**src/verilog/pcsu_defines.vh**
```
/*
  Constants of the power condition subcommand unit: register offsets,
  command block field positions, subcommand codes, condition table
  layout and reset values.
  Assumes it is included once by bare name into each design file.
*/
`ifndef PCSU_DEFINES_VH
`define PCSU_DEFINES_VH

// ==========================================================
// Register byte addresses (word aligned)
`define PCSU_ADR_SECCNT 5'h00
`define PCSU_ADR_SECNUM 5'h04
`define PCSU_ADR_CYL 5'h08
`define PCSU_ADR_CMD 5'h0C
`define PCSU_ADR_ERR 5'h10
`define PCSU_ADR_STAT 5'h14
`define PCSU_ADR_CTRL 5'h18
`define PCSU_ADR_COND 5'h1C

// ==========================================================
// Command parameter field positions
`define PCSU_BIT_DEFAULT 6
`define PCSU_BIT_UNITS 7
`define PCSU_BIT_ENABLE 5
`define PCSU_BIT_SAVE 4
`define PCSU_SUB_RESTORE 4'h0
`define PCSU_SUB_GOTO 4'h1
`define PCSU_SUB_TIMER 4'h2
`define PCSU_ID_ALL 8'hFF

// ==========================================================
// Error and status bit positions
`define PCSU_ERR_ABT 2
`define PCSU_STAT_RDY 6
`define PCSU_STAT_ERR 0

// ==========================================================
// Condition table: ids 0..3, 0 is active (shallowest)
`define PCSU_NCOND 4
`define PCSU_TMR_MAX 16'hFFFF
`define PCSU_TMR_MIN 16'h0000
`define PCSU_SUPPORT_RST 4'hE
`define PCSU_CHANGE_RST 4'hE
`define PCSU_SAVEABLE_RST 4'hE
`define PCSU_DEF_TMR_RST 16'h0064
`define PCSU_MIN_PER_100MS 16'h0258
`define PCSU_EXEC_CYCLES 3'h3

`endif

```
**src/verilog/pcsu_unit.v**
```verilog
/*
  Power condition subcommand unit: Avalon-MM slave holding the command
  block registers, executes restore, go-to and set-timer subcommands
  against a small table of power conditions.
  Assumes a single 250 MHz clock and a master that holds each request
  until waitrequest is seen low.
*/
// The implementer's own choices: the Avalon-MM register port and the placing of the registers.
`timescale 1ns/100ps
`include "pcsu_defines.vh"
module pcsu_unit (
  input wire clock,
  input wire rst,
  input wire [4:0] avs_address,
  input wire avs_read,
  input wire avs_write,
  input wire [31:0] avs_writedata,
  input wire [3:0] avs_byteenable,
  output reg [31:0] avs_readdata,
  output reg avs_waitrequest,
  output reg [1:0] power_cond,
  output reg [3:0] timer_run
);
  // Function states, one-hot
  localparam ST_IDLE = 3'b001;
  localparam ST_EXEC = 3'b010;
  localparam ST_DONE = 3'b100;

  // Command block registers
  reg [7:0] seccnt_ff;
  reg [7:0] secnum_ff;
  reg [15:0] cyl_ff;
  reg [7:0] err_ff;
  reg [7:0] stat_ff;
  // Feature enable and static capability masks
  reg epc_en_ff;
  reg [3:0] support_ff;
  reg [3:0] change_ff;
  reg [3:0] saveable_ff;
  // Per-condition settings
  reg [15:0] cur_tmr_ff [0:3];
  reg [15:0] sav_tmr_ff [0:3];
  reg [3:0] cur_en_ff;
  reg [3:0] sav_en_ff;
  // Sequencer
  reg [2:0] state_ff;
  reg [2:0] cnt_ff;
  reg [1:0] cond_ff;
  reg [3:0] run_ff;
  reg pend_ff;
  reg [1:0] pend_id_ff;
  // Bus handshake helpers
  reg acc_ff;
  integer i;

  wire sel_restore;
  wire sel_goto;
  wire sel_timer;
  wire sel_bad;
  wire [15:0] tmr_scaled;
  wire [1:0] id = seccnt_ff[1:0];
  wire id_ok = (seccnt_ff[7:2] == 6'h00);
  wire all_sel = (seccnt_ff == `PCSU_ID_ALL);
  wire [3:0] selmask = all_sel ? 4'hF : (4'h1 << id);
  wire do_save = secnum_ff[`PCSU_BIT_SAVE];
  // Command write accepted this cycle; a forced entry still pending from the
  // previous go-to must not land after the new command has started
  wire cmd_take = avs_write && !avs_read && !acc_ff && avs_waitrequest
    && (state_ff == ST_IDLE) && (avs_address == `PCSU_ADR_CMD) && avs_byteenable[0];

  // ==========================================================
  // Helpers
  pcsu_decode u_dec (
    .code(secnum_ff[3:0]),
    .sel_restore(sel_restore),
    .sel_goto(sel_goto),
    .sel_timer(sel_timer),
    .sel_bad(sel_bad)
  );

  pcsu_timer_scale u_scale (
    .value(cyl_ff),
    .minutes(secnum_ff[`PCSU_BIT_UNITS]),
    .scaled(tmr_scaled)
  );

  // Abort test shared by state machine
  function abort_chk;
    input s_rest;
    input s_goto;
    input s_tmr;
    input s_bad;
    input en;
    input idok;
    input all;
    input [3:0] msk;
    input [3:0] sup;
    input [3:0] chg;
    input [3:0] sav;
    input save;
    begin
      abort_chk = 1'b0;
      if (s_bad)
        abort_chk = 1'b1;
      else if (!en)
        abort_chk = 1'b1;
      else if (s_rest)
        abort_chk = (!(idok | all)) | ((msk & ~(sup & chg)) != 4'h0)
          | (save & ((msk & ~sav) != 4'h0));
      else if (s_goto)
        abort_chk = all | !idok | ((msk & ~sup) != 4'h0);
      else if (s_tmr)
        abort_chk = all | !idok | ((msk & ~(sup & chg)) != 4'h0)
          | (save & ((msk & ~sav) != 4'h0));
    end
  endfunction

  wire abort_now = abort_chk(sel_restore, sel_goto, sel_timer, sel_bad, epc_en_ff,
    id_ok, all_sel, selmask, support_ff, change_ff, saveable_ff, do_save);

  // ==========================================================
  // Bus, command execution and condition tracking
  always @(posedge clock)
  begin
    if (rst)
    begin
      seccnt_ff <= 8'h00;
      secnum_ff <= 8'h00;
      cyl_ff <= 16'h0000;
      err_ff <= 8'h00;
      stat_ff <= 8'h40;
      epc_en_ff <= 1'b1;
      support_ff <= `PCSU_SUPPORT_RST;
      change_ff <= `PCSU_CHANGE_RST;
      saveable_ff <= `PCSU_SAVEABLE_RST;
      for (i = 0; i < `PCSU_NCOND; i = i + 1)
      begin
        cur_tmr_ff[i] <= `PCSU_DEF_TMR_RST;
        sav_tmr_ff[i] <= `PCSU_DEF_TMR_RST;
      end
      cur_en_ff <= 4'h0;
      sav_en_ff <= 4'h0;
      state_ff <= ST_IDLE;
      cnt_ff <= 3'h0;
      cond_ff <= 2'h0;
      run_ff <= 4'h0;
      pend_ff <= 1'b0;
      pend_id_ff <= 2'h0;
      acc_ff <= 1'b0;
      avs_readdata <= 32'h0000_0000;
      avs_waitrequest <= 1'b1;
      power_cond <= 2'h0;
      timer_run <= 4'h0;
    end
    else
    begin
      avs_waitrequest <= 1'b1;
      acc_ff <= 1'b0;
      // Accept one access per two cycles; second cycle drops waitrequest
      if ((avs_read | avs_write) && !acc_ff && avs_waitrequest)
      begin
        acc_ff <= 1'b1;
        avs_waitrequest <= 1'b0;
        avs_readdata <= 32'h0000_0000;
        if (avs_read)
        begin
          if (avs_address == `PCSU_ADR_SECCNT)
            avs_readdata <= {24'h000000, seccnt_ff};
          else if (avs_address == `PCSU_ADR_SECNUM)
            avs_readdata <= {24'h000000, secnum_ff};
          else if (avs_address == `PCSU_ADR_CYL)
            avs_readdata <= {16'h0000, cyl_ff};
          else if (avs_address == `PCSU_ADR_ERR)
            avs_readdata <= {24'h000000, err_ff};
          else if (avs_address == `PCSU_ADR_STAT)
            avs_readdata <= {24'h000000, stat_ff};
          else if (avs_address == `PCSU_ADR_CTRL)
            // Current timer of the condition named in sector count sits on top
            avs_readdata <= {cur_tmr_ff[id], saveable_ff, change_ff, support_ff,
              3'h0, epc_en_ff};
          else if (avs_address == `PCSU_ADR_COND)
            avs_readdata <= {8'h00, sav_en_ff, cur_en_ff, 14'h0000, cond_ff};
        end
        else if (state_ff == ST_IDLE)
        begin
          // Parameter writes ignored while a command executes
          if (avs_address == `PCSU_ADR_SECCNT && avs_byteenable[0])
            seccnt_ff <= avs_writedata[7:0];
          else if (avs_address == `PCSU_ADR_SECNUM && avs_byteenable[0])
            secnum_ff <= avs_writedata[7:0];
          else if (avs_address == `PCSU_ADR_CYL)
          begin
            if (avs_byteenable[0])
              cyl_ff[7:0] <= avs_writedata[7:0];
            if (avs_byteenable[1])
              cyl_ff[15:8] <= avs_writedata[15:8];
          end
          else if (avs_address == `PCSU_ADR_CTRL && avs_byteenable[0])
            epc_en_ff <= avs_writedata[0];
          else if (avs_address == `PCSU_ADR_CMD && avs_byteenable[0])
          begin
            // Any command write ends a forced condition, except a go-to,
            // which must see the present condition so it only moves deeper
            pend_ff <= 1'b0;
            if (cond_ff != 2'h0 && !sel_goto)
            begin
              cond_ff <= 2'h0;
            end
            run_ff <= cur_en_ff;
            stat_ff <= 8'h80;
            err_ff <= 8'h00;
            cnt_ff <= `PCSU_EXEC_CYCLES;
            state_ff <= ST_EXEC;
          end
        end
      end
      // Command sequencer: count down, then complete or abort
      case (state_ff)
        ST_IDLE:
        begin
          // Forced entry happens only after completion was posted
          if (pend_ff && !cmd_take)
          begin
            pend_ff <= 1'b0;
            if (pend_id_ff > cond_ff)
              cond_ff <= pend_id_ff;
          end
        end
        ST_EXEC:
        begin
          if (cnt_ff != 3'h0)
            cnt_ff <= cnt_ff - 3'h1;
          else
          begin
            state_ff <= ST_DONE;
            if (abort_now)
            begin
              err_ff <= 8'h00 | (8'h01 << `PCSU_ERR_ABT);
              stat_ff <= (8'h01 << `PCSU_STAT_RDY) | (8'h01 << `PCSU_STAT_ERR);
              // An aborted go-to is still a processed command
              cond_ff <= 2'h0;
            end
            else
            begin
              stat_ff <= 8'h01 << `PCSU_STAT_RDY;
              if (sel_restore)
              begin
                for (i = 0; i < `PCSU_NCOND; i = i + 1)
                begin
                  if (selmask[i])
                  begin
                    if (secnum_ff[`PCSU_BIT_DEFAULT])
                    begin
                      cur_tmr_ff[i] <= `PCSU_DEF_TMR_RST;
                      cur_en_ff[i] <= 1'b0;
                    end
                    else
                    begin
                      cur_tmr_ff[i] <= sav_tmr_ff[i];
                      cur_en_ff[i] <= sav_en_ff[i];
                    end
                    if (do_save && secnum_ff[`PCSU_BIT_DEFAULT])
                      sav_tmr_ff[i] <= `PCSU_DEF_TMR_RST;
                  end
                end
              end
              else if (sel_goto)
              begin
                run_ff <= 4'h0;
                pend_ff <= 1'b1;
                pend_id_ff <= id;
              end
              else if (sel_timer)
              begin
                cur_tmr_ff[id] <= tmr_scaled;
                cur_en_ff[id] <= secnum_ff[`PCSU_BIT_ENABLE]
                  & (cyl_ff != 16'h0000);
                if (do_save && saveable_ff[id])
                begin
                  sav_tmr_ff[id] <= tmr_scaled;
                  sav_en_ff[id] <= secnum_ff[`PCSU_BIT_ENABLE]
                    & (cyl_ff != 16'h0000);
                end
              end
            end
          end
        end
        ST_DONE:
        begin
          if (!pend_ff)
            run_ff <= cur_en_ff;
          state_ff <= ST_IDLE;
        end
        default:
        begin
          state_ff <= ST_IDLE;
        end
      endcase
      // Registered outputs; timers read as halted while a condition is forced
      power_cond <= cond_ff;
      timer_run <= run_ff & ~((cond_ff != 2'h0) ? 4'hF : 4'h0);
    end
  end
endmodule

```
**src/verilog/pcsu_decode.v**
```verilog
/*
  Subcommand decoder: turns the low parameter nibble into one-hot
  operation selects.
  Assumes its inputs are registered command fields on the same clock.
*/
`timescale 1ns/100ps
`include "pcsu_defines.vh"
module pcsu_decode (
  input wire [3:0] code,
  output wire sel_restore,
  output wire sel_goto,
  output wire sel_timer,
  output wire sel_bad
);
  // ==========================================================
  // Nibble compare
  assign sel_restore = (code == `PCSU_SUB_RESTORE);
  assign sel_goto = (code == `PCSU_SUB_GOTO);
  assign sel_timer = (code == `PCSU_SUB_TIMER);
  assign sel_bad = ~(sel_restore | sel_goto | sel_timer);
endmodule

```
**src/verilog/pcsu_timer_scale.v**
```verilog
/*
  Timer value scaler: converts a 16-bit host value in minutes into
  100 ms units and clamps it to the settable range.
  Assumes purely combinational use by the main unit.
*/
`timescale 1ns/100ps
`include "pcsu_defines.vh"
module pcsu_timer_scale (
  input wire [15:0] value,
  input wire minutes,
  output reg [15:0] scaled
);
  // Wide product so large minute counts do not wrap
  reg [31:0] prod;
  // ==========================================================
  // Unit conversion and clamp
  always @*
  begin
    prod = 32'h0000_0000;
    if (minutes)
    begin
      prod = {16'h0000, value} * {16'h0000, `PCSU_MIN_PER_100MS};
    end
    else
    begin
      prod = {16'h0000, value};
    end
    if (prod > {16'h0000, `PCSU_TMR_MAX})
    begin
      scaled = `PCSU_TMR_MAX;
    end
    else if (prod[15:0] < `PCSU_TMR_MIN)
    begin
      scaled = `PCSU_TMR_MIN;
    end
    else
    begin
      scaled = prod[15:0];
    end
  end
endmodule

```
**config.mk**
```make
export PLATFORM = sky130hd
export DESIGN_NAME = pcsu_unit
export DESIGN_NICKNAME = d
export VERILOG_FILES = /design/src/verilog/pcsu_unit.v /design/src/verilog/pcsu_decode.v /design/src/verilog/pcsu_timer_scale.v
export VERILOG_INCLUDE_DIRS = /design/src /design/src/verilog
export SDC_FILE = /design/constraint.sdc
export NUM_CORES = 1
export LEC_CHECK = 0
export ABC_AREA = 1
export BUFFER_PORTS_ARGS = -buffer_cell sky130_fd_sc_hd__buf_4
export CAP_MARGIN = 30
export CORE_MARGIN = 1
export CORE_UTILIZATION = 45
export CTS_CLUSTER_DIAMETER = 30
export DETAILED_ROUTE_END_ITERATION = 10
export SLEW_MARGIN = 15
export SYNTH_ARGS = -nofsm -noshare
export SYNTH_HDL_FRONTEND = slang
export SYNTH_SLANG_ARGS = --single-unit
```
**constraint.sdc**
```tcl
create_clock -name clock -period 8.8 [get_ports clock]
set_clock_uncertainty 0.2 [all_clocks]
set_input_delay 1.76 -clock clock [delete_from_list [all_inputs] [get_ports clock]]
set_output_delay 1.76 -clock clock [all_outputs]
set_load 0.02 [all_outputs]
```
Yosys cells after proc, flatten, opt, wreduce, memory -nomap -nowiden
Memories as Yosys holds them, arrays and structs flattened. A register that Yosys moved wholly into a read port is not among the register bits. Cells that the tools add are included. Widths: inputs -> output; s select.

Bits of input ports: 45. Memories kept: 2. Output and inout port bits: 39. Register bits after elaboration: 112. Logic and storage cells: 374. Bits in writable memories: 128.

Memories: cur_tmr_ff (words 4, width 16, rd ports 1, clocked after memory_dff 1, wr ports 4, line pcsu_unit.v:41) `reg [15:0] cur_tmr_ff [0:3];`; sav_tmr_ff (words 4, width 16, rd ports 4, clocked after memory_dff 0, wr ports 4, line pcsu_unit.v:42) `reg [15:0] sav_tmr_ff [0:3];`.

Multipliers: 1. Reductions and logical operators: 43. $add $sub $neg: 1. Mux-type cells: 247. Bitwise operators: 33. Order comparisons: 5. Eq/ne operators: 18. Shifts and indexed selects: 1.

Operator list (number): $mux 16 (16); $mux 32 (7); $mux 8 (21); $mux 1 (139); $mux 4 (18); $mux 3 (19); $mux 2 (17); $reduce_or 16->1 (2); $reduce_and 7->1 (4); $gt 26x16->1 const B (1); $mux 26 (1); $mux 24 (1); $reduce_and 6->1 (4); $mul 16x7->23 const B (1); $or 1x1->1 (21); $eq 5x5->1 const B (4); $logic_and 1x1->1 (17); $lt 16x1->1 const B (1); $reduce_bool 16->1 (1); $eq 5x4->1 const B (2); $reduce_and 5->1 (2); $bwmux 4 (2); $eq 8x8->1 const B (1); $ne 2x2->1 const B (4); 29 further kinds (43).

Longest topological paths before layout
Gate-level depths: netlist (run 1).

Word-level depth: 18. Depth in mapped cells: 23. Mapped depth without buffers: 22.

Cells and area by module
Synthesis (run 1) repeated with hierarchy kept, for this count alone.

Cell total of the unflattened synthesis: 1549. Area, all modules: 12878.6 um2.

Modules (own cells, without submodules): pcsu_unit (times used 1, sequential area each 5645.4 um2, cells an instance 1087, area an instance 9939.5 um2); pcsu_timer_scale (times used 1, sequential area each 0.0 um2, cells an instance 449, area an instance 2886.5 um2); pcsu_decode (times used 1, sequential area each 0.0 um2, cells an instance 13, area an instance 52.6 um2).

Worst setup path before layout (run 1)
No wires, ideal clock.

Path type: flip-flop to flip-flop. Start: reg cyl_ff[5]. End: mem sav_tmr_ff[1][6], data pin. Arrival time: 3.799 ns. Path buffers: 1. Clock period less this slack: 4.276 ns. Setup time: 0.276 ns. Required time: 8.324 ns. Path slack: 4.524 ns. Cell stages (with the launch flop): 23. Path through: dfxtp_1 > ha_1 > ha_1 > fa_1 > inv_1 > fa_1 > inv_1 > ha_1 > nand2_1 > inv_1 > nand2_1 > nand2_1 > inv_2 > nand2_1 > nand2_1 > nand3b_1 > nand3_1 > nand2_2 > nor2_8 > buf_8 > nand2_4 > nor2_8 > nand3_1.

RTL lines: start: declaration (line pcsu_unit.v:32) `reg [15:0] cyl_ff;`; start signal: assignment (line pcsu_unit.v:194) `cyl_ff[7:0] <= avs_writedata[7:0];`; end: declaration (line pcsu_unit.v:42).

==> results of run 1 <==
logic make-up after synthesis:
| group | share of synthesized area |
|---|---|
| AOI/OAI and AO/OA | 0.1181 |
| xor gates and xnor gates | 0.004798 |
| adders and majority gates | 0.1007 |
| buffers and inverters | 0.09537 |
| DFF | 0.4418 |
| muxes | 0.001567 |
| other | 0.0005877 |
| and+or+nand+nor | 0.2371 |
cell type report:
| cell class | instances | area [sq um] |
|---|---|---|
| inverters | 259 | 974.7 |
| multi-input cells | 1026 | 5967 |
| flip-flops and latches | 226 | 5645 |
| well taps | 378 | 473.0 |
| repair buffers | 79 | 635.6 |
| clock buffers | 75 | 1594 |
| fillers | 2604 | 12300 |
| clock inverters | 26 | 272.8 |
layout by cell type (no fill, tap or decap), types with 4 or more instances in the layout:
master	Yosys	routed
a32o_1	14	14
nand3_1	86	86
xor2_1	6	6
inv_2	7	7
clkinv_2	0	7
nand2_1	332	332
clkbuf_1	31	8
clkinv_1	1	8
clkbuf_16	0	57
edfxtp_1	112	112
nand4_4	6	6
o221ai_1	4	4
clkinv_4	0	5
nand4_2	7	7
ha_1	66	66
buf_4	2	73
nor3_1	35	35
nand2_2	5	5
conb_1	2	16
o32ai_1	6	6
fa_1	23	23
buf_6	0	4
a21oi_1	90	90
a211oi_1	23	23
nand4_1	17	17
o211ai_1	15	15
inv_1	250	249
a22oi_1	8	8
nand3b_1	4	4
o21ai_0	79	79
bufinv_16	0	4
clkbuf_8	0	10
nor2_1	147	147
dfxtp_1	114	114
worst max-delay path, cell delays in order (launching register included):
cell      delay, ns
dfxtp_1        0.63
ha_1           0.32
ha_1           0.30
fa_1           0.54
inv_1          0.05
fa_1           0.49
inv_1          0.04
ha_1           0.35
nand2_1        0.19
inv_1          0.06
nand2_1        0.06
nand2_1        0.08
inv_2          0.06
nand2_1        0.09
nand2_1        0.11
nand3b_1       0.09
nand3_1        0.11
nand2_2        0.09
nor2_8         0.37
nand4_1        0.35
nand2_1        0.15
nand2_1        0.11
final timing paths:
check                             startpoint                to  slack [ns]
worst max register to register     cyl_ff[5]  cur_tmr_ff[2][4]        3.63
worst min-delay path            sav_en_ff[0]      sav_en_ff[0]        0.23
worst max-delay path               cyl_ff[5]  cur_tmr_ff[2][4]        3.63
worst min register to register  sav_en_ff[0]      sav_en_ff[0]        0.23
per-layer routing:
layer	GRT usage	vias up	wire, microns
met3	0.03308	63	1732
met4	0.07521	0	724
met2	0.3718	278	14980
met1	0.3323	4954	15350
met5	0	-	0
li1	-	5323	-
state kept, by name, summed over array words and instances, names as in the netlist, 3 cells and up, named ones only:
signal and flops:
cyl_ff 16, avs_readdata 32, stat_ff 8, seccnt_ff 8, run_ff 4, cur_tmr_ff 64, cur_en_ff 4, cnt_ff 3
sav_tmr_ff 48, timer_run 4, err_ff 8, secnum_ff 8, sav_en_ff 4, state_ff 3
power by group:
group / total [mW] / leakage [nW] / switching (mW) / internal [mW]
clock network: 1.97 / 0.914 / 0.603 / 1.37
logic: 0.0958 / 4.39 / 0.0671 / 0.0288
registers: 1.14 / 2.00 / 0.00758 / 1.13
==> flow_summary.yaml, run 1 <==
cts:
  cts_max_path_buffers: 3
  clk_pin_slew_ns: 0.05
  post_cts_resized: 0
  numCtsBuffers: 55
  post_cts_buffers: 0
  ctsRootBufferMaster: "clkbuf_16"
  h-tree-depth: 2
  clk_latency_ns: 0.55
  cts_tree: "yes"
  cts.sinks: 226
  cts-hold-fix-buffers: 0
synth:
  seq_area_frac_synth: 0.4418
  yosysTopAreaCell: "edfxtp_1"
  ys_async_sr_fraction: 0
  syn_inst: 1547
  synth_cell_types: 53
  synthTopCellsByCount: "332 x nand2_1, 250 x inv_1, 147 x nor2_1"
  synth-edff-count: 112
  yosys_most_used_dff: "dfxtp_1"
  synth_area_per_cell_sq_um: 8.260
  ys_top_cells_by_area: "edfxtp_1 26%, dfxtp_1 18%, nand2_1 9.8%"
  yosys.area.top_type_share: 0.2632
  yosysMostFrequentCell: "nand2_1"
  syn_area_sq_um: 12780
  yosys_warnings: 0
  ys_seq_elements: 226
layout:
  antenna_cells: 0
  nNetsFinal: 1781
  final_cell_area_sq_um: 15560
  instances_no_fill: 2069
  drive_gt1_frac: 0.1254
  postLayoutCoreUtil: 0.5586
  area_growth_pct: 21.79
critical_path:
  cp-end-kind: "flop"
  arrival_ns: 5.24
  crit_type: "reg2reg"
  crit_required_ns: 8.87
  path_max_fanout: 17
  startpoint_type: "flop"
  reg2reg_depth: 21
worst_hold_path:
  min_path_cells: 2
  hold_class: "reg2reg"
grt:
  grt_pass1_wl_microns: 53710
  grt_usage: 0.2355
  grt_pass1_vias: 10190
  antenna_found_initial: 0
  grt_max_degree: 66
  grt_remaining_overflow: 0
run:
  drv_cap: 0
placement:
  post-dp-hpwl_microns: 23980
  io_buffers: 65
  place_area_sq_um: 13630
  dp.cells: 1963
  gp_congestion: 0.8931
  pre_cts_slack_ns: 3.526
detailed_routing:
  vias: 10620
  wirelength_microns: 32790
  drc: 0
  drtIter0Drc: 829
  vias_per_cell: 5.132
  drtAntennaViolNets: 0
  detail_route.first_pass.iterations: 5
  wl_per_cell_microns: 15.85
sta:
  setup_violations: 0
  setup_slack_ns: 3.629
  whs_ns: 0.2298
  rsz0062_at_grt: "no"
  finalMaxSlewViolations: 0
  tns_ns: 0
  slew_headroom: 0.3902
  finalHoldViolCount: 0
  fmaxAchievable_ghz: 0.1934
  fin_crit_sh: 0.5876
  finalCriticalPeriod_ns: 5.171
  max_slew.worst_pin.slew_ns: 0.9079
floorplan:
  die_x_microns: 170.5
  initial_core_util: 0.4587
  coreArea_sq_um: 27860
  io_pins: 84
  die_area_sq_um: 29080
  rows: 61
  die_h_microns: 170.5
run_status:
  status: "complete, no violations"
power:
  p_leak_nw: 7.306
  power.density_nw_per_um2: 205.9
  peakVddDrop_v: 0.0001310
  finalPower_mw: 3.204
Power figures use the tool's default switching activity.
==> run 2: changes to the inputs <==
Clock period 8.8 ns to 5.4 ns, I/O delays scaled along.
==> run 2 against run 1 <==
  * Clock-buffer cell count decreased by 7
  * Maximum frequency increased by 2.8%
  * Total power increased by 53%
  * Register-to-register slack got worse by 3.3 ns
  * Final area decreased by 1.2%
  * Hold slack improved by 0.011 ns
  * Sequential cell count unchanged
  * First-iteration DRC count decreased by 11%
  * Non-clock buffer count increased by 9
  * Critical path type unchanged
  * Highest routed layer unchanged
==> flow_summary.yaml, run 2 (synthesis results as in run 1) <==
floorplan:
  coreArea_sq_um: 27860
  die_area_sq_um: 29080
  die_h_microns: 170.5
  io_pins: 84
  initial_core_util: 0.4587
  die_x_microns: 170.5
  rows: 61
detailed_routing:
  drc: 0
  vias_per_cell: 5.119
  detail_route.first_pass.iterations: 5
  wirelength_microns: 32540
  vias: 10580
  drtIter0Drc: 741
  wl_per_cell_microns: 15.74
  drtAntennaViolNets: 0
cts:
  cts-hold-fix-buffers: 0
  post_cts_resized: 0
  clk_latency_ns: 0.54
  h-tree-depth: 2
  numCtsBuffers: 48
  post_cts_buffers: 0
  clk_pin_slew_ns: 0.05
  ctsRootBufferMaster: "clkbuf_16"
  cts.sinks: 226
  cts_tree: "yes"
  cts_max_path_buffers: 3
sta:
  slew_headroom: 0.3968
  tns_ns: 0
  finalCriticalPeriod_ns: 5.028
  rsz0062_at_grt: "no"
  whs_ns: 0.2407
  fin_crit_sh: 0.9312
  setup_violations: 0
  finalHoldViolCount: 0
  max_slew.worst_pin.slew_ns: 0.8980
  finalMaxSlewViolations: 0
  fmaxAchievable_ghz: 0.1989
critical_path:
  path_max_fanout: 17
  startpoint_type: "flop"
  reg2reg_depth: 21
  arrival_ns: 5.10
  crit_required_ns: 5.47
  crit_type: "reg2reg"
  cp-end-kind: "flop"
run:
  drv_cap: 0
layout:
  mostFrequentLayoutCells: "332 x nand2_1, 249 x inv_1, 147 x nor2_1, 114 x dfxtp_1, 112 x edfxtp_1"
  antenna_cells: 0
  largest_reg_flops: 64
  top_register: "cur_tmr_ff"
  largest_registers: "cur_tmr_ff x64, sav_tmr_ff x48, avs_readdata x32"
  drive_gt1_frac: 0.1261
  nNetsFinal: 1783
  final_common_cell: "nand2_1"
  area_growth_pct: 20.38
  postLayoutCoreUtil: 0.5522
grt:
  grt_remaining_overflow: 0
  grt_pass1_wl_microns: 53020
  antenna_found_initial: 0
  grt_pass1_vias: 10080
  grt_max_degree: 64
  grt_usage: 0.2324
power:
  seqPwrFrac: 0.378
  power.density_nw_per_um2: 318.1
  p_leak_nw: 7.225
  clockPowerShare: 0.590
  switching_share: 0.2183
  finalPower_mw: 4.894
  combPwrFrac: 0.032
  p_sw_mw: 1.068
  peakVddDrop_v: 0.0001953
  intPower_mw: 3.826
placement:
  gp_congestion: 0.9058
  post-dp-hpwl_microns: 24170
  io_buffers: 65
worst_hold_path:
  hold_class: "reg2reg"
  min_path_cells: 2
run_status:
  status: "complete, no violations"
run 2: power by group through the flow:
| stage | registers, mW | clock network, mW | logic, mW |
|---|---|---|---|
| floorplan | 1.88 | 0 | 0.0903 |
| global placement | 1.88 | 0 | 0.155 |
| detailed placement | 1.88 | 0 | 0.157 |
| CTS | 1.85 | 2.91 | 0.157 |
| global route | 1.85 | 3.01 | 0.174 |
| finish | 1.85 | 2.89 | 0.158 |
run 2: routing by layer:
metal | GRT usage | share of wire
met1 | 0.3239 | 0.47
met5 | 0 | 0
met2 | 0.3775 | 0.46
met4 | 0.06776 | 0.018
met3 | 0.02915 | 0.047
run 2: area by class of cell:
| cell class | instances | area (sq um) |
|---|---|---|
| Fill cell | 2579 | 12480 |
| Multi-Input combinational cell | 1026 | 5967 |
| Sequential cell | 226 | 5645 |
| Clock buffer | 68 | 1389 |
| Inverter | 259 | 974.7 |
| Timing Repair Buffer | 88 | 683.2 |
| Tap cell | 378 | 473.0 |
| Clock inverter | 22 | 250.2 |
run 2: path summary, 6_finish.rpt:
path	start	slack, ns	end
worst max-delay path	cyl_ff[6]	0.37	cur_tmr_ff[1][0]
worst max register to register	cyl_ff[6]	0.37	cur_tmr_ff[1][0]
worst min register to register	err_ff[7]	0.24	err_ff[7]
worst min-delay path	err_ff[7]	0.24	err_ff[7]
run 2: critical path, cell delays in order, from the launching register on:
cell and delay, ns:
dfxtp_1 0.52, ha_1 0.30, ha_1 0.30, fa_1 0.49, inv_1 0.05, fa_1 0.50, inv_1 0.04, ha_1 0.35
nand2_1 0.20, inv_1 0.06, nand2_1 0.06, nand2_1 0.09, inv_2 0.07, nand2_1 0.09, nand2_1 0.10, nand3b_1 0.08
nand3_1 0.11, nand2_2 0.10, nor2_8 0.38, nand4_1 0.35, nor2_1 0.23, nor2_1 0.06
run 2: metrics by stage:
| step | cells | setup WS (ns) | instance area (sq um) |
|---|---|---|---|
| final | 2067 | 0.3716 | 15380 |
| after global routing | 2067 | 0.004404 | 15380 |
| after CTS | 2064 | 0.3861 | 15360 |
| after detailed placement | 1974 | 0.4711 | 13720 |
| after global placement | 1970 | 0.4822 | 13670 |
| after floorplan | 1561 | 1.124 | 12830 |
==> run 3: changes to the inputs <==
Settings changed: GPL_TIMING_DRIVEN set to 0.
==> run 3 against run 2 <==
  * Register-to-register slack better by 0.04 ns
  * Sequential power hardly changed
  * Critical path depth is 2 higher
  * Highest routed layer unchanged
  * Combinational power is 8% higher
  * Critical path type unchanged
  * Non-clock buffer count is 34 higher
  * Final area is 0.89% higher
  * Global-route usage is 1.3 points higher
  * Die area stayed put
==> flow_summary.yaml, run 3 (synthesis results as in run 1) <==
floorplan:
  initial_core_util: 0.4587
  die_area_sq_um: 29080
  die_x_microns: 170.5
  rows: 61
  io_pins: 84
  coreArea_sq_um: 27860
  die_h_microns: 170.5
grt:
  grt_remaining_overflow: 0
  grt_max_degree: 17
  grt_usage: 0.2451
  grt_pass1_vias: 10400
  grt_pass1_wl_microns: 55370
  antenna_found_initial: 0
sta:
  rsz0062_at_grt: "no"
  finalCriticalPeriod_ns: 4.987
  finalHoldViolCount: 0
  tns_ns: 0
  fmaxAchievable_ghz: 0.2005
  finalMaxSlewViolations: 0
  fin_crit_sh: 0.9236
  setup_violations: 0
  slew_headroom: 0.4406
  max_slew.worst_pin.slew_ns: 0.8391
critical_path:
  arrival_ns: 5.06
  crit_required_ns: 5.47
  crit_type: "reg2reg"
  cp-end-kind: "flop"
  crit_path_frequent_cell: "nand2_1"
  path_cells: "ha_1 > ha_1 > fa_1 > inv_1 > fa_1 > inv_1 > ha_1 > nand2_1 > inv_1 > nand2_1 > nand2_1 > inv_2 > nand2_1 > nand2_1 > nand2_1 > nand2_1 > nand3_1 > nand2_2 > nor2_8 > buf_8 > nand4_4 > nand2_1 > nand2_1"
  r2r-start: "cyl_ff[5]"
  crit_slowest_cell: "dfxtp_1"
  path_max_fanout: 10
  startpoint: "cyl_ff[5]"
  cpPeakStageDelay_ns: 0.62
  startpoint_type: "flop"
detailed_routing:
  detail_route.first_pass.iterations: 5
  drc: 0
  wirelength_microns: 34730
  drtAntennaViolNets: 0
  wl_per_cell_microns: 16.54
  vias_per_cell: 5.153
  drtIter0Drc: 886
  vias: 10820
layout:
  area_growth_pct: 21.44
  multi_input_area_sq_um: 5973
  ff_latch_area_sq_um: 5645
  mostFrequentLayoutCells: "332 x nand2_1, 250 x inv_1, 147 x nor2_1, 114 x dfxtp_1, 112 x edfxtp_1"
  final_common_cell: "nand2_1"
  antenna_cells: 0
  largest_reg_flops: 64
  largest_registers: "cur_tmr_ff x64, sav_tmr_ff x48, avs_readdata x32"
  nNetsFinal: 1819
  postLayoutCoreUtil: 0.5571
  top_register: "cur_tmr_ff"
  drive_gt1_frac: 0.1231
  fill_cells: 2633
  instances_no_fill: 2100
cts:
  cts_tree: "yes"
  post_cts_resized: 0
  cts.sinks: 226
  ctsRootBufferMaster: "clkbuf_16"
  post_cts_buffers: 0
  h-tree-depth: 2
  clk_pin_slew_ns: 0.05
  numCtsBuffers: 50
  clk_latency_ns: 0.53
  cts_max_path_buffers: 3
  cts-hold-fix-buffers: 0
run_status:
  status: "complete, no violations"
run:
  drv_cap: 0
placement:
  post-dp-hpwl_microns: 26660
  dp.cells: 2009
  io_buffers: 65
  gp_congestion: 0.9167
power:
  power.density_nw_per_um2: 318.9
  p_leak_nw: 7.285
  peakVddDrop_v: 0.0002514
worst_hold_path:
  min_from: "run_ff[1]"
  hold_class: "reg2reg"
-- run 3: changes by cell type in the layout (fill, tap and decap cells not counted), sizes merged --
cell,previous run,this run
bufinv,3,5
buf,88,91
clkbuf,68,91
clkinv,11,16
-- run 3: power breakdown --
| part | switching [mW] | internal [mW] | total [mW] |
|---|---|---|---|
| combinational | 0.120 | 0.0510 | 0.171 |
| clock | 0.942 | 1.99 | 2.93 |
| sequential | 0.0141 | 1.84 | 1.85 |
-- run 3: path summary, 6_finish.rpt --
check        slack (ns)  depth (start not counted)           endpoint
max reg2reg        0.41                         23  cur_tmr_ff[3][10]
min reg2reg        0.23                          2       timer_run[1]
max                0.41                         23  cur_tmr_ff[3][10]
min                0.23                          2       timer_run[1]
-- run 3: cell type report --
cell class,count,share of cell area
buffer,50,0.01572
timing repair buffer,72,0.03604
inverter,259,0.06281
clock buffer,60,0.08571
multi-input combinational,1026,0.3849
sequential,226,0.3638
tap,378,0.03048
clock inverter,29,0.02056
-- run 3: metrics by stage --
| stage | hold WS (ns) | total power, mW | setup slack, ns | instance area [sq um] |
|---|---|---|---|---|
| finish | 0.2328 | 4.949 | 0.4127 | 15520 |
| global route | 0.2615 | 5.086 | 0.08201 | 15520 |
| CTS | 0.2348 | 4.982 | 0.3964 | 15500 |
| detailed placement | 0.2277 | 2.047 | 0.3847 | 13850 |
| global placement | 0.2270 | 2.043 | 0.4548 | 13790 |
| floorplan | 0.2101 | 1.969 | 1.124 | 12830 |
-- run 3: metal layers --
layer | wire length (microns) | track usage | vias up
li1 | - | - | 5399
met1 | 15680 | 0.3309 | 5002
met2 | 15880 | 0.3959 | 356
met3 | 2274 | 0.04279 | 64
met4 | 890 | 0.08343 | 0
met5 | 0 | 0 | -
-- run 3: worst max-delay path, delay by kind of cell, from the launching register on --
| kind | cells | cell delay, ns |
|---|---|---|
| fa+ha+maj | 5 | 2.05 |
| buf+inv | 5 | 0.43 |
| flops | 1 | 0.62 |
| simple gates | 13 | 1.44 |
